**src/inc/mbs_pkg.sv**
```systemverilog
/*
  Shared constants, field layouts, state codes and helpers for the
  image select memory and its reload controller.
  Assumes a single 250 MHz clock on both ends.
*/
package mbs_pkg;

  // ***************************************************************
  // Timing
  // ***************************************************************
  localparam int CLK_PERIOD_PS = 4000;
  localparam int T_SEL_SETUP_NS = 300;
  localparam int T_DATA_VALID_NS = 300;
  localparam int T_RELOAD_LOW_NS = 300;

  // Least time to whole cycles, rounded up, never below one
  function automatic int ns_to_cyc(input int ns);
    int c;
    c = (ns * 1000 + CLK_PERIOD_PS - 1) / CLK_PERIOD_PS;
    return (c < 1) ? 1 : c;
  endfunction

  localparam int SEL_SETUP_CYC = ns_to_cyc(T_SEL_SETUP_NS);
  localparam int DATA_VALID_CYC = ns_to_cyc(T_DATA_VALID_NS);
  localparam int RELOAD_LOW_CYC = ns_to_cyc(T_RELOAD_LOW_NS);
  localparam int TMR_W = 8;
  // Timers load N-1 and count to zero, giving N cycles
  localparam logic [TMR_W-1:0] SEL_SETUP_CNT = TMR_W'(SEL_SETUP_CYC - 1);
  localparam logic [TMR_W-1:0] DATA_VALID_CNT = TMR_W'(DATA_VALID_CYC - 1);
  localparam logic [TMR_W-1:0] RELOAD_LOW_CNT = TMR_W'(RELOAD_LOW_CYC - 1);
  localparam logic [TMR_W-1:0] TMR_ZERO = 8'h00;

  // ***************************************************************
  // Widths and memory layout
  // ***************************************************************
  localparam int DATA_W = 8;
  localparam int SEL_W = 2;
  localparam int N_IMAGES = 4;
  localparam logic [1:0] PWRUP_CYC = 2'h3;
  localparam logic [2:0] BIT_MSB = 3'h7;
  localparam logic [SEL_W-1:0] SEL_PULLUP = 2'h3;

  // Device pin vector positions after the input filter
  localparam int PIN_SEL_LSB = 0;
  localparam int PIN_TRIG = 2;
  localparam int PIN_OE = 3;
  localparam int PIN_ECE = 4;

  // ***************************************************************
  // Controller registers (APB byte addresses)
  // ***************************************************************
  localparam int PADDR_W = 8;
  localparam logic [PADDR_W-1:0] REG_CTRL = 8'h00;
  localparam logic [PADDR_W-1:0] REG_STATUS = 8'h04;
  localparam logic [PADDR_W-1:0] REG_INT_STAT = 8'h08;
  localparam logic [PADDR_W-1:0] REG_INT_MASK = 8'h0C;
  localparam int CTRL_GO_BIT = 0;
  localparam int CTRL_IMG_LSB = 1;
  localparam int STAT_STATE_LSB = 0;
  localparam int STAT_PEND_BIT = 3;
  localparam int STAT_BYTE_LSB = 8;
  localparam int INT_W = 2;
  localparam int INT_MISS_BIT = 0;
  localparam int INT_RELOAD_BIT = 1;
  localparam logic [SEL_W-1:0] IMG_CFG_RST = 2'h1;

  typedef enum logic [2:0] {
    ST_IDLE, ST_SETUP, ST_SAMPLE, ST_CHECK, ST_RESETUP, ST_RELOAD, ST_HALT
  } mbs_state_t;

  // Pin filter: take a bit once stages two and three agree
  function automatic logic [7:0] mbs_agree(input logic [7:0] s2,
                                           input logic [7:0] s3,
                                           input logic [7:0] f);
    return (s2 & ~(s2 ^ s3)) | (f & (s2 ^ s3));
  endfunction

endpackage

```
**src/inc/mbs_link_if.sv**
```systemverilog
/*
  Pins between the image select memory and the reload controller.
  Assumes both ends share REF_CLK; undriven select pins pull up to one.
*/
`timescale 1ns/10ps
interface mbs_link_if;
  logic [1:0] choice_o;
  logic [1:0] choice_oe;
  logic [1:0] choice_pin;
  logic external_choice_enable;
  logic sample_trigger;
  logic oe_reset;
  logic reload_request_n;
  logic [7:0] data;

  // Pull-up on each select line left undriven
  genvar i;
  for (i = 0; i < 2; i++)
  begin : g_pull
    assign choice_pin[i] = choice_oe[i] ? choice_o[i] : 1'h1;
  end

  modport ctrl (output choice_o, output choice_oe,
                output external_choice_enable, output sample_trigger,
                output oe_reset, output reload_request_n, input data);
  modport mem (input choice_pin, input external_choice_enable,
               input sample_trigger, input oe_reset, output data);
endinterface

```
**src/mbs_reload_ctrl.sv**
```systemverilog
/*
  Reload controller: takes a reload order over APB, selects an image,
  checks its first byte for the user marker and pulses the reload pin.
  Assumes the memory end on lk, APB on REF_CLK, USER_RESET from the
  same clock domain and the memory data bus from outside it.
*/
// The APB register port and the register offsets are this design's own decisions.
// Operation
// - Memory stores four images, select 0 to 3
// - Enable low: select pins choose the image
// - Enable high: internal bits choose the image
// - Choice sampled once at power-up
// - Resampled on trigger rise while chip enabled
// - Undriven select inputs read as one
// - Chosen image output as byte or bit
// - Controller holds external choice enable low
// - Memory chip enable stays tied low
// - Controller drives the sample trigger
// - Controller drives reload request through output
// - Controller drives selects and output enable
// - Watch data bus; user reset clears sequencer
// - Image one should hold fail-safe image
// - Selects stable, trigger low, 300 ns first
// - After trigger, reload request low 300 ns
// - No marker in first byte: halt
// - Output enable low in normal operation
`timescale 1ns/10ps
module mbs_reload_ctrl
  import mbs_pkg::*;
#(
  parameter logic [7:0] MARKER = 8'h5A
)
(
  input wire logic REF_CLK,
  input wire logic RST,
  input wire logic USER_RESET,
  input wire logic PSEL,
  input wire logic PENABLE,
  input wire logic PWRITE,
  input wire logic [PADDR_W-1:0] PADDR,
  input wire logic [31:0] PWDATA,
  output logic [31:0] PRDATA,
  output logic PREADY,
  output logic PSLVERR,
  output logic IRQ,
  mbs_link_if.ctrl lk
);

  typedef struct packed {
    mbs_state_t st;
    logic [TMR_W-1:0] tmr;
    logic pend;
    logic [1:0] img_cfg;
    logic [1:0] choice;
    logic trig;
    logic oe;
    logic rl_n;
    logic [1:0] drv;
    logic [7:0] d1;
    logic [7:0] d2;
    logic [7:0] d3;
    logic [7:0] df;
    logic [7:0] last;
    logic [INT_W-1:0] ist;
    logic [INT_W-1:0] imask;
    logic irq;
    logic [31:0] prdata;
    logic pready;
    logic pslverr;
  } mbs_ctrl_st_t;

  mbs_ctrl_st_t q, n;
  logic setup;
  logic access;
  logic wr;
  logic mapped;
  logic [31:0] rd;
  logic [INT_W-1:0] ev;
  logic [INT_W-1:0] clr;
  logic tmr_done;

  // ***************************************************************
  // Register read decode
  // ***************************************************************
  // Read data and unmapped detection for the current address
  always_comb
  begin
    rd = 32'h0000_0000;
    mapped = 1'h1;
    case (PADDR)
      REG_CTRL: rd[CTRL_IMG_LSB +: SEL_W] = q.img_cfg;
      REG_STATUS:
      begin
        rd[STAT_STATE_LSB +: 3] = q.st;
        rd[STAT_PEND_BIT] = q.pend;
        rd[STAT_BYTE_LSB +: DATA_W] = q.last;
      end
      REG_INT_STAT: rd[INT_W-1:0] = q.ist;
      REG_INT_MASK: rd[INT_W-1:0] = q.imask;
      default: mapped = 1'h0;
    endcase
  end

  // ***************************************************************
  // Next state
  // ***************************************************************
  // Data bus filter, register writes, sequencer and interrupt
  always_comb
  begin
    n = q;
    ev = '0;
    clr = '0;
    tmr_done = (q.tmr == TMR_ZERO);
    // Memory data bus comes from outside, three stages
    n.d1 = lk.data;
    n.d2 = q.d1;
    n.d3 = q.d2;
    n.df = mbs_agree(q.d2, q.d3, q.df);
    // Select pins driven from the first edge after reset
    n.drv = '1;

    // APB: ready and answer prepared in the setup cycle
    setup = PSEL & ~PENABLE;
    access = PSEL & PENABLE & q.pready;
    wr = access & PWRITE & ~q.pslverr;
    n.pready = setup;
    n.pslverr = setup & ~mapped;
    n.prdata = (setup && !PWRITE) ? rd : 32'h0000_0000;
    if (wr && PADDR == REG_CTRL)
    begin
      n.img_cfg = PWDATA[CTRL_IMG_LSB +: SEL_W];
      if (PWDATA[CTRL_GO_BIT])
      begin
        n.pend = 1'h1;
      end
    end
    if (wr && PADDR == REG_INT_STAT)
    begin
      clr = PWDATA[INT_W-1:0];
    end
    if (wr && PADDR == REG_INT_MASK)
    begin
      n.imask = PWDATA[INT_W-1:0];
    end

    // Sequencer, every wait a down counter
    if (!tmr_done)
    begin
      n.tmr = q.tmr - 8'h01;
    end
    case (q.st)
      ST_IDLE:
      begin
        n.oe = 1'h0;
        n.rl_n = 1'h1;
        if (q.pend)
        begin
          n.pend = 1'h0;
          n.choice = q.img_cfg;
          n.trig = 1'h0;
          n.tmr = SEL_SETUP_CNT;
          n.st = ST_SETUP;
        end
      end
      ST_SETUP:
      begin
        if (tmr_done)
        begin
          // Rising trigger samples the selects, enable shows byte 0
          n.trig = 1'h1;
          n.oe = 1'h1;
          n.tmr = DATA_VALID_CNT;
          n.st = ST_SAMPLE;
        end
      end
      ST_SAMPLE:
        if (tmr_done)
          n.st = ST_CHECK;
      ST_CHECK:
      begin
        n.last = q.df;
        n.trig = 1'h0;
        n.oe = 1'h0;
        if (q.df == MARKER)
        begin
          n.tmr = SEL_SETUP_CNT;
          n.st = ST_RESETUP;
        end
        else
        begin
          ev[INT_MISS_BIT] = 1'h1;
          n.st = ST_HALT;
        end
      end
      ST_RESETUP:
      begin
        if (tmr_done)
        begin
          n.trig = 1'h1;
          n.rl_n = 1'h0;
          n.tmr = RELOAD_LOW_CNT;
          n.st = ST_RELOAD;
        end
      end
      ST_RELOAD:
      begin
        if (tmr_done)
        begin
          n.rl_n = 1'h1;
          ev[INT_RELOAD_BIT] = 1'h1;
          n.st = ST_IDLE;
        end
      end
      ST_HALT: n.st = ST_HALT;
      default: n.st = ST_IDLE;
    endcase

    // User reset clears sequencer and any pending order
    if (USER_RESET)
    begin
      n.st = ST_IDLE;
      n.pend = 1'h0;
      n.tmr = TMR_ZERO;
      n.trig = 1'h0;
      n.oe = 1'h0;
      n.rl_n = 1'h1;
    end

    // Sticky events, a new event beats a clear
    n.ist = (q.ist & ~clr) | ev;
    n.irq = |(n.ist & n.imask);
  end

  // ***************************************************************
  // State register
  // ***************************************************************
  // Reset leaves reload request high and the trigger low
  always_ff @(posedge REF_CLK or posedge RST)
  begin
    if (RST)
    begin
      q <= '0;
      q.st <= ST_IDLE;
      q.rl_n <= 1'h1;
      q.img_cfg <= IMG_CFG_RST;
    end
    else
    begin
      q <= n;
    end
  end

  // ***************************************************************
  // Outputs
  // ***************************************************************
  // All outputs straight from the state register, except the choice enable, tied low
  assign PRDATA = q.prdata;
  assign PREADY = q.pready;
  assign PSLVERR = q.pslverr;
  assign IRQ = q.irq;
  assign lk.choice_o = q.choice;
  assign lk.choice_oe = q.drv;
  assign lk.external_choice_enable = 1'h0;
  assign lk.sample_trigger = q.trig;
  assign lk.oe_reset = q.oe;
  assign lk.reload_request_n = q.rl_n;

endmodule // mbs_reload_ctrl

```
**src/flat_wrapper.sv**
```systemverilog
// flat-port wrapper written by rule: the top's interface ports become plain ports
module mbs_reload_ctrl_flat import mbs_pkg::*;
#(
  parameter logic [7:0] MARKER = 8'h5A
)
  (REF_CLK, RST, USER_RESET, PSEL, PENABLE, PWRITE, PADDR, PWDATA, PRDATA, PREADY, PSLVERR, IRQ, lk_choice_o, lk_choice_oe, lk_external_choice_enable, lk_sample_trigger, lk_oe_reset, lk_reload_request_n, lk_data);
  mbs_link_if lk_i ();
  input wire logic REF_CLK;
  input wire logic RST;
  input wire logic USER_RESET;
  input wire logic PSEL;
  input wire logic PENABLE;
  input wire logic PWRITE;
  input wire logic [PADDR_W-1:0] PADDR;
  input wire logic [31:0] PWDATA;
  output logic [31:0] PRDATA;
  output logic PREADY;
  output logic PSLVERR;
  output logic IRQ;
  output wire logic [$bits(lk_i.choice_o)-1:0] lk_choice_o;
  output wire logic [$bits(lk_i.choice_oe)-1:0] lk_choice_oe;
  output wire logic [$bits(lk_i.external_choice_enable)-1:0] lk_external_choice_enable;
  output wire logic [$bits(lk_i.sample_trigger)-1:0] lk_sample_trigger;
  output wire logic [$bits(lk_i.oe_reset)-1:0] lk_oe_reset;
  output wire logic [$bits(lk_i.reload_request_n)-1:0] lk_reload_request_n;
  input wire logic [$bits(lk_i.data)-1:0] lk_data;
  assign lk_choice_o = {>>{lk_i.choice_o}};
  assign lk_choice_oe = {>>{lk_i.choice_oe}};
  assign lk_external_choice_enable = lk_i.external_choice_enable;
  assign lk_sample_trigger = lk_i.sample_trigger;
  assign lk_oe_reset = lk_i.oe_reset;
  assign lk_reload_request_n = lk_i.reload_request_n;
  assign lk_i.data = lk_data;
  mbs_reload_ctrl #(.MARKER(MARKER)) u_core (.REF_CLK(REF_CLK), .RST(RST), .USER_RESET(USER_RESET), .PSEL(PSEL), .PENABLE(PENABLE), .PWRITE(PWRITE), .PADDR(PADDR), .PWDATA(PWDATA), .PRDATA(PRDATA), .PREADY(PREADY), .PSLVERR(PSLVERR), .IRQ(IRQ), .lk(lk_i));
endmodule
```
**config.mk**
```make
export PLATFORM = sky130hd
export DESIGN_NAME = mbs_reload_ctrl_flat
export DESIGN_NICKNAME = d
export VERILOG_FILES = /design/src/inc/mbs_pkg.sv /design/src/inc/mbs_link_if.sv /design/src/mbs_reload_ctrl.sv /design/src/flat_wrapper.sv
export SDC_FILE = /design/constraint.sdc
export NUM_CORES = 1
export LEC_CHECK = 0
export BUFFER_PORTS_ARGS = -buffer_cell sky130_fd_sc_hd__buf_2
export CORE_UTILIZATION = 40
export CTS_BUF_LIST = sky130_fd_sc_hd__clkbuf_16
export DETAILED_ROUTE_END_ITERATION = 10
export MAX_ROUTING_LAYER = met4
export PLACE_DENSITY_LB_ADDON = 0.12
export SYNTH_ARGS = -nofsm -noshare
export SYNTH_HDL_FRONTEND = slang
export SYNTH_SLANG_ARGS = --single-unit
```
**constraint.sdc**
```tcl
create_clock -name REF_CLK -period 2.85 [get_ports REF_CLK]
set_input_delay 0.1425 -clock REF_CLK [delete_from_list [all_inputs] [get_ports REF_CLK]]
set_output_delay 0.1425 -clock REF_CLK [all_outputs]
set_load 0.01 [all_outputs]
```
Word-level counts from Yosys, hierarchy flattened
Cells that the tools add are included.
{"block": "totals", "in_bits": 54, "output_inout_bits": 43, "register_bits": 99}
{"block": "classes", "eq_ne": 15, "n_bitwise": 18, "muxes": 35, "n_reduce_logical": 19, "addsub": 1}
{"op": "case mux 8 bit (4 select lines)", "n": 1}
{"op": "two-way mux 12 bit", "n": 2}
{"op": "two-way mux 8 bit", "n": 3}
{"op": "two-way mux 11 bit", "n": 2}
{"op": "case mux 3 bit (7 select lines)", "n": 1}
{"op": "AND 8 bit", "n": 2}
{"op": "equality test 8 x 4 -> 1 bit, second input constant", "n": 2}
{"op": "zero test 8 bit", "n": 2}
{"op": "two-way mux 16 bit", "n": 1}
{"op": "inequality test 3 x 2 -> 1 bit, second input constant", "n": 5}
{"op": "two-way mux 3 bit", "n": 4}
{"op": "two-way mux 1 bit", "n": 11}
{"op": "equality test 3 bit, second input constant", "n": 3}
{"op": "equality test 8 x 3 -> 1 bit, second input constant", "n": 1}
{"op": "equality test 8 x 7 -> 1 bit, second input constant", "n": 1}
{"op": "two-way mux 2 bit", "n": 4}
{"op": "inverter 8 bit", "n": 1}
{"op": "bitwise OR 8 bit", "n": 1}
{"op": "case mux 1 bit (4 select lines)", "n": 2}
{"op": "subtractor 8 x 1 -> 8 bit, second input constant", "n": 1}
{"op": "bitwise XOR 8 bit", "n": 1}
{"op": "AND 1 bit", "n": 6}
{"op": "equality test 3 x 2 -> 1 bit, second input constant", "n": 2}
{"op": "case mux 1 bit (3 select lines)", "n": 2}
{"op": "other kinds (18)", "n": 27}

Logic depth before layout (Yosys ltp)
{"block": "logic_depth", "word_depth": 11, "ltp_mapped": 9, "depth_no_buf": 8}

Least setup slack after synthesis
OpenSTA, ideal clock, no wires.
{"block": "synth_path", "path_kind": "register to register", "start": "reg u_core.q[89] in the netlist's numbering", "end": "reg u_core.q[89] in the netlist's numbering", "period_less_slack_ns": 1.959, "setup_slack_ns": 0.891, "path_buffers": 1, "arrival_time_ns": 1.881, "stages_incl_launch_ff": 10, "cell_sequence": "dfrtp_1 -> inv_1 -> ha_1 -> or4b_1 -> buf_6 -> nor2_8 -> inv_4 -> ha_1 -> o21bai_1 -> a21oi_1"}
{"item": "from (decl)", "line": "mbs_reload_ctrl.sv:72", "rtl": "mbs_ctrl_st_t q, n;"}
{"item": "from (signal assigned)", "line": "mbs_reload_ctrl.sv:249", "rtl": "q <= n;"}

==> impl_metrics.json <==
{
  "drtIter0Drc": 103,
  "crit_family": "simple AND/OR/NAND/NOR gates",
  "synth-edff-count": 0,
  "seq_area_sq_um": 1980,
  "rsz0062_at_grt": "no",
  "via_per_inst": 4.71,
  "dp_hpwl_um": 3800,
  "cp-end-kind": "flip-flop",
  "slowest_delay_ns": 0.65,
  "powerDensity_nw_per_um2": 748,
  "critPathSlowestCell": "or4b_1",
  "drtPass1Iterations": 4,
  "final_util": 0.478,
  "hold_violations": 0,
  "drtAntennaViolNets": 0,
  "min-delay-path-class": "in2reg",
  "path_cells": "inv_1, ha_1, or4b_1, nor2_8, inv_4, ha_1, o21bai_1, a21oi_1",
  "relSlewSlack": 0.527,
  "synth.distinct_cells": 51,
  "yosysSeqAreaShare": 0.586,
  "status": "complete, no violations",
  "fin_hold_ws_ns": 0.0428,
  "clk_pin_slew_worst_paths_ns": 0.06,
  "drc": 0,
  "fp-row-count": 33,
  "final_cell_mix": "dfrtp_1, buf_2, conb_1, a21oi_1, mux2_2",
  "final_layout_size_suffix_gt1_frac": 0.271,
  "start_util": 0.413,
  "gp_congestion": 0.776,
  "finalCritPeriodShare": 0.784,
  "timing.setup.tns_ns": 0,
  "drv_slew": 0,
  "num_antenna_cells": 0,
  "ys_seq_elements": 79,
  "wl_um": 5580,
  "worstSetupStartpointType": "flip-flop",
  "max_freq_mhz": 447,
  "numPortBuffers": 46,
  "grt_pass1_wl_um": 9320,
  "wire_per_inst_um": 13.0,
  "htreeDepth": 3,
  "worstSkewPairLatency_ns": 0.33,
  "setup_violations": 0,
  "die_w_um": 93.9,
  "cts_root_buffer": "clkbuf_16",
  "synthArstFlopShare": 1.00,
  "fillers": 781,
  "p_leak_uw": 0.00188,
  "avgSynthCellArea_sq_um": 12.2,
  "dieHeight_um": 93.9,
  "cap_violations": 0,
  "cts_repair_resize_count": 0,
  "postPlaceCellArea_sq_um": 3520,
  "num_vias": 2026,
  "grt_max_degree": 43,
  "coreArea_sq_um": 8180,
  "layout.nets": 376,
  "stdcell_area_sq_um": 3910,
  "ir_drop_mv": 0.404,
  "cts_made_buffers": 9,
  "worstPathRequired_ns": 3.11,
  "fin_skew_ns": 0.00562,
  "cp_max_fo": 7,
  "final_common_cell": "dfrtp_1",
  "crit_buf_inv": 2,
  "multi_input_area_sq_um": 1120,
  "syn2layout_area_growth_pct": 15.7,
  "yosysWarnings": 0,
  "crit_top_cell": "ha_1",
  "ioPinCount": 97,
  "dieArea_sq_um": 8820,
  "grt_pass1_vias": 1923,
  "syn_area_sq_um": 3380,
  "worst_slew_pin_slew_ns": 0.699,
  "synth_flop_cell": "dfrtp_1",
  "clock_path_buffers": 2,
  "netlist_instances": 278,
  "overflow": 0,
  "grt_usage": 0.147,
  "arrival_ns": 2.49,
  "min_period_ns": 2.24,
  "antenna_found_initial": 0,
  "cts_tree": "yes",
  "critPathKind": "reg2reg",
  "cts.sinks": 79
}
[repair_timing]
action,in CTS,in global routing
buffers inserted,0,0
hold endpoints to repair,48,0
hold buffers,9,0
[routing by layer]
metal | global-route usage | part of all wire | wire length (um) | up-vias
met5 | - | 0 | 0 | -
met4 | 0.0859 | 0.024 | 133 | 0
met3 | 0.0421 | 0.044 | 245 | 13
met2 | 0.201 | 0.44 | 2460 | 54
met1 | 0.192 | 0.49 | 2740 | 979
li1 | - | - | - | 980
[synthesized netlist by cell type, types with 2 or more instances]
cell	n	share of area
nand3b_1	2	0.0044
dfstp_2	2	0.016
xor2_1	3	0.0078
ha_1	2	0.0074
dfrtp_1	77	0.57
maj3_1	8	0.024
buf_4	37	0.082
conb_1	2	0.0022
clkbuf_1	5	0.0056
nor3_1	7	0.010
o21bai_1	2	0.0044
mux2_2	15	0.050
nor4bb_1	3	0.0089
mux2i_1	3	0.0089
nor4b_1	2	0.0052
a21oi_1	19	0.028
nand3_1	4	0.0059
inv_1	6	0.0067
nand2b_1	6	0.011
and3_1	3	0.0056
nor2_1	9	0.010
and2_1	11	0.020
nand2_1	7	0.0078
o21ai_0	9	0.013
nor2b_1	4	0.0074
buf_2	3	0.0044
or2_2	2	0.0037
nand4_1	2	0.0037
[layout make-up]
| cell class | count | area share |
|---|---|---|
| Tap cell | 105 | 0.0336 |
| Timing Repair Buffer | 57 | 0.0890 |
| Clock buffer | 9 | 0.0576 |
| Clock inverter | 7 | 0.0186 |
| Multi-Input combinational cell | 166 | 0.287 |
| Sequential cell | 79 | 0.506 |
| Inverter | 7 | 0.00768 |
[cell families after synthesis]
kind of cell	synth area share
compound gates	0.0703
other cells	0.00222
mux	0.0589
simple gates	0.137
fa+ha+maj	0.0311
buf+inv	0.104
flops	0.586
xor+xnor	0.0104
[report_power, final]
part / total [uW] / internal, uW / switching [uW] / leakage (uW)
Combinational: 531 / 216 / 315 / 0.000732
Clock: 1130 / 679 / 450 / 0.000147
Sequential: 1270 / 1200 / 66.9 / 0.00100
Total: 2930 / 2090 / 832 / 0.00188
[final timing paths]
| check | startpoint | to | slack [ns] | depth (start not counted) |
|---|---|---|---|---|
| max in group asynchronous | RST | u_core.lk.reload_request_n | 1.70 | 4 |
| hold reg to reg | u_core.n[63] | u_core.n[55] | 0.35 | 0 |
| min in group asynchronous | RST | u_core.n[64] | 0.45 | 3 |
| setup / recovery | u_core.q[89] | u_core.q[89] | 0.61 | 8 |
| hold / removal | PWDATA[2] | u_core.q[87] | 0.04 | 2 |
| setup reg to reg | u_core.q[89] | u_core.q[89] | 0.61 | 8 |
[worst register-to-register path, delay by kind of cell, from the launching register on]
| kind | cells | cell delay, ns |
|---|---|---|
| simple gates | 2 | 0.88 |
| fa+ha+maj | 2 | 0.48 |
| flops | 1 | 0.38 |
| compound gates | 2 | 0.28 |
| buf+inv | 2 | 0.16 |
[metrics by stage]
| stage | power (uW) | std cells | worst slack [ns] |
|---|---|---|---|
| after floorplan | 1730 | 298 | 0.687 |
| after global placement | 1800 | 405 | 0.642 |
| after detailed placement | 1810 | 405 | 0.642 |
| after CTS | 2960 | 430 | 0.622 |
| after global routing | 3110 | 430 | 0.396 |
| final | 2930 | 430 | 0.615 |
Note: power is estimated with default switching activity, not from simulation.
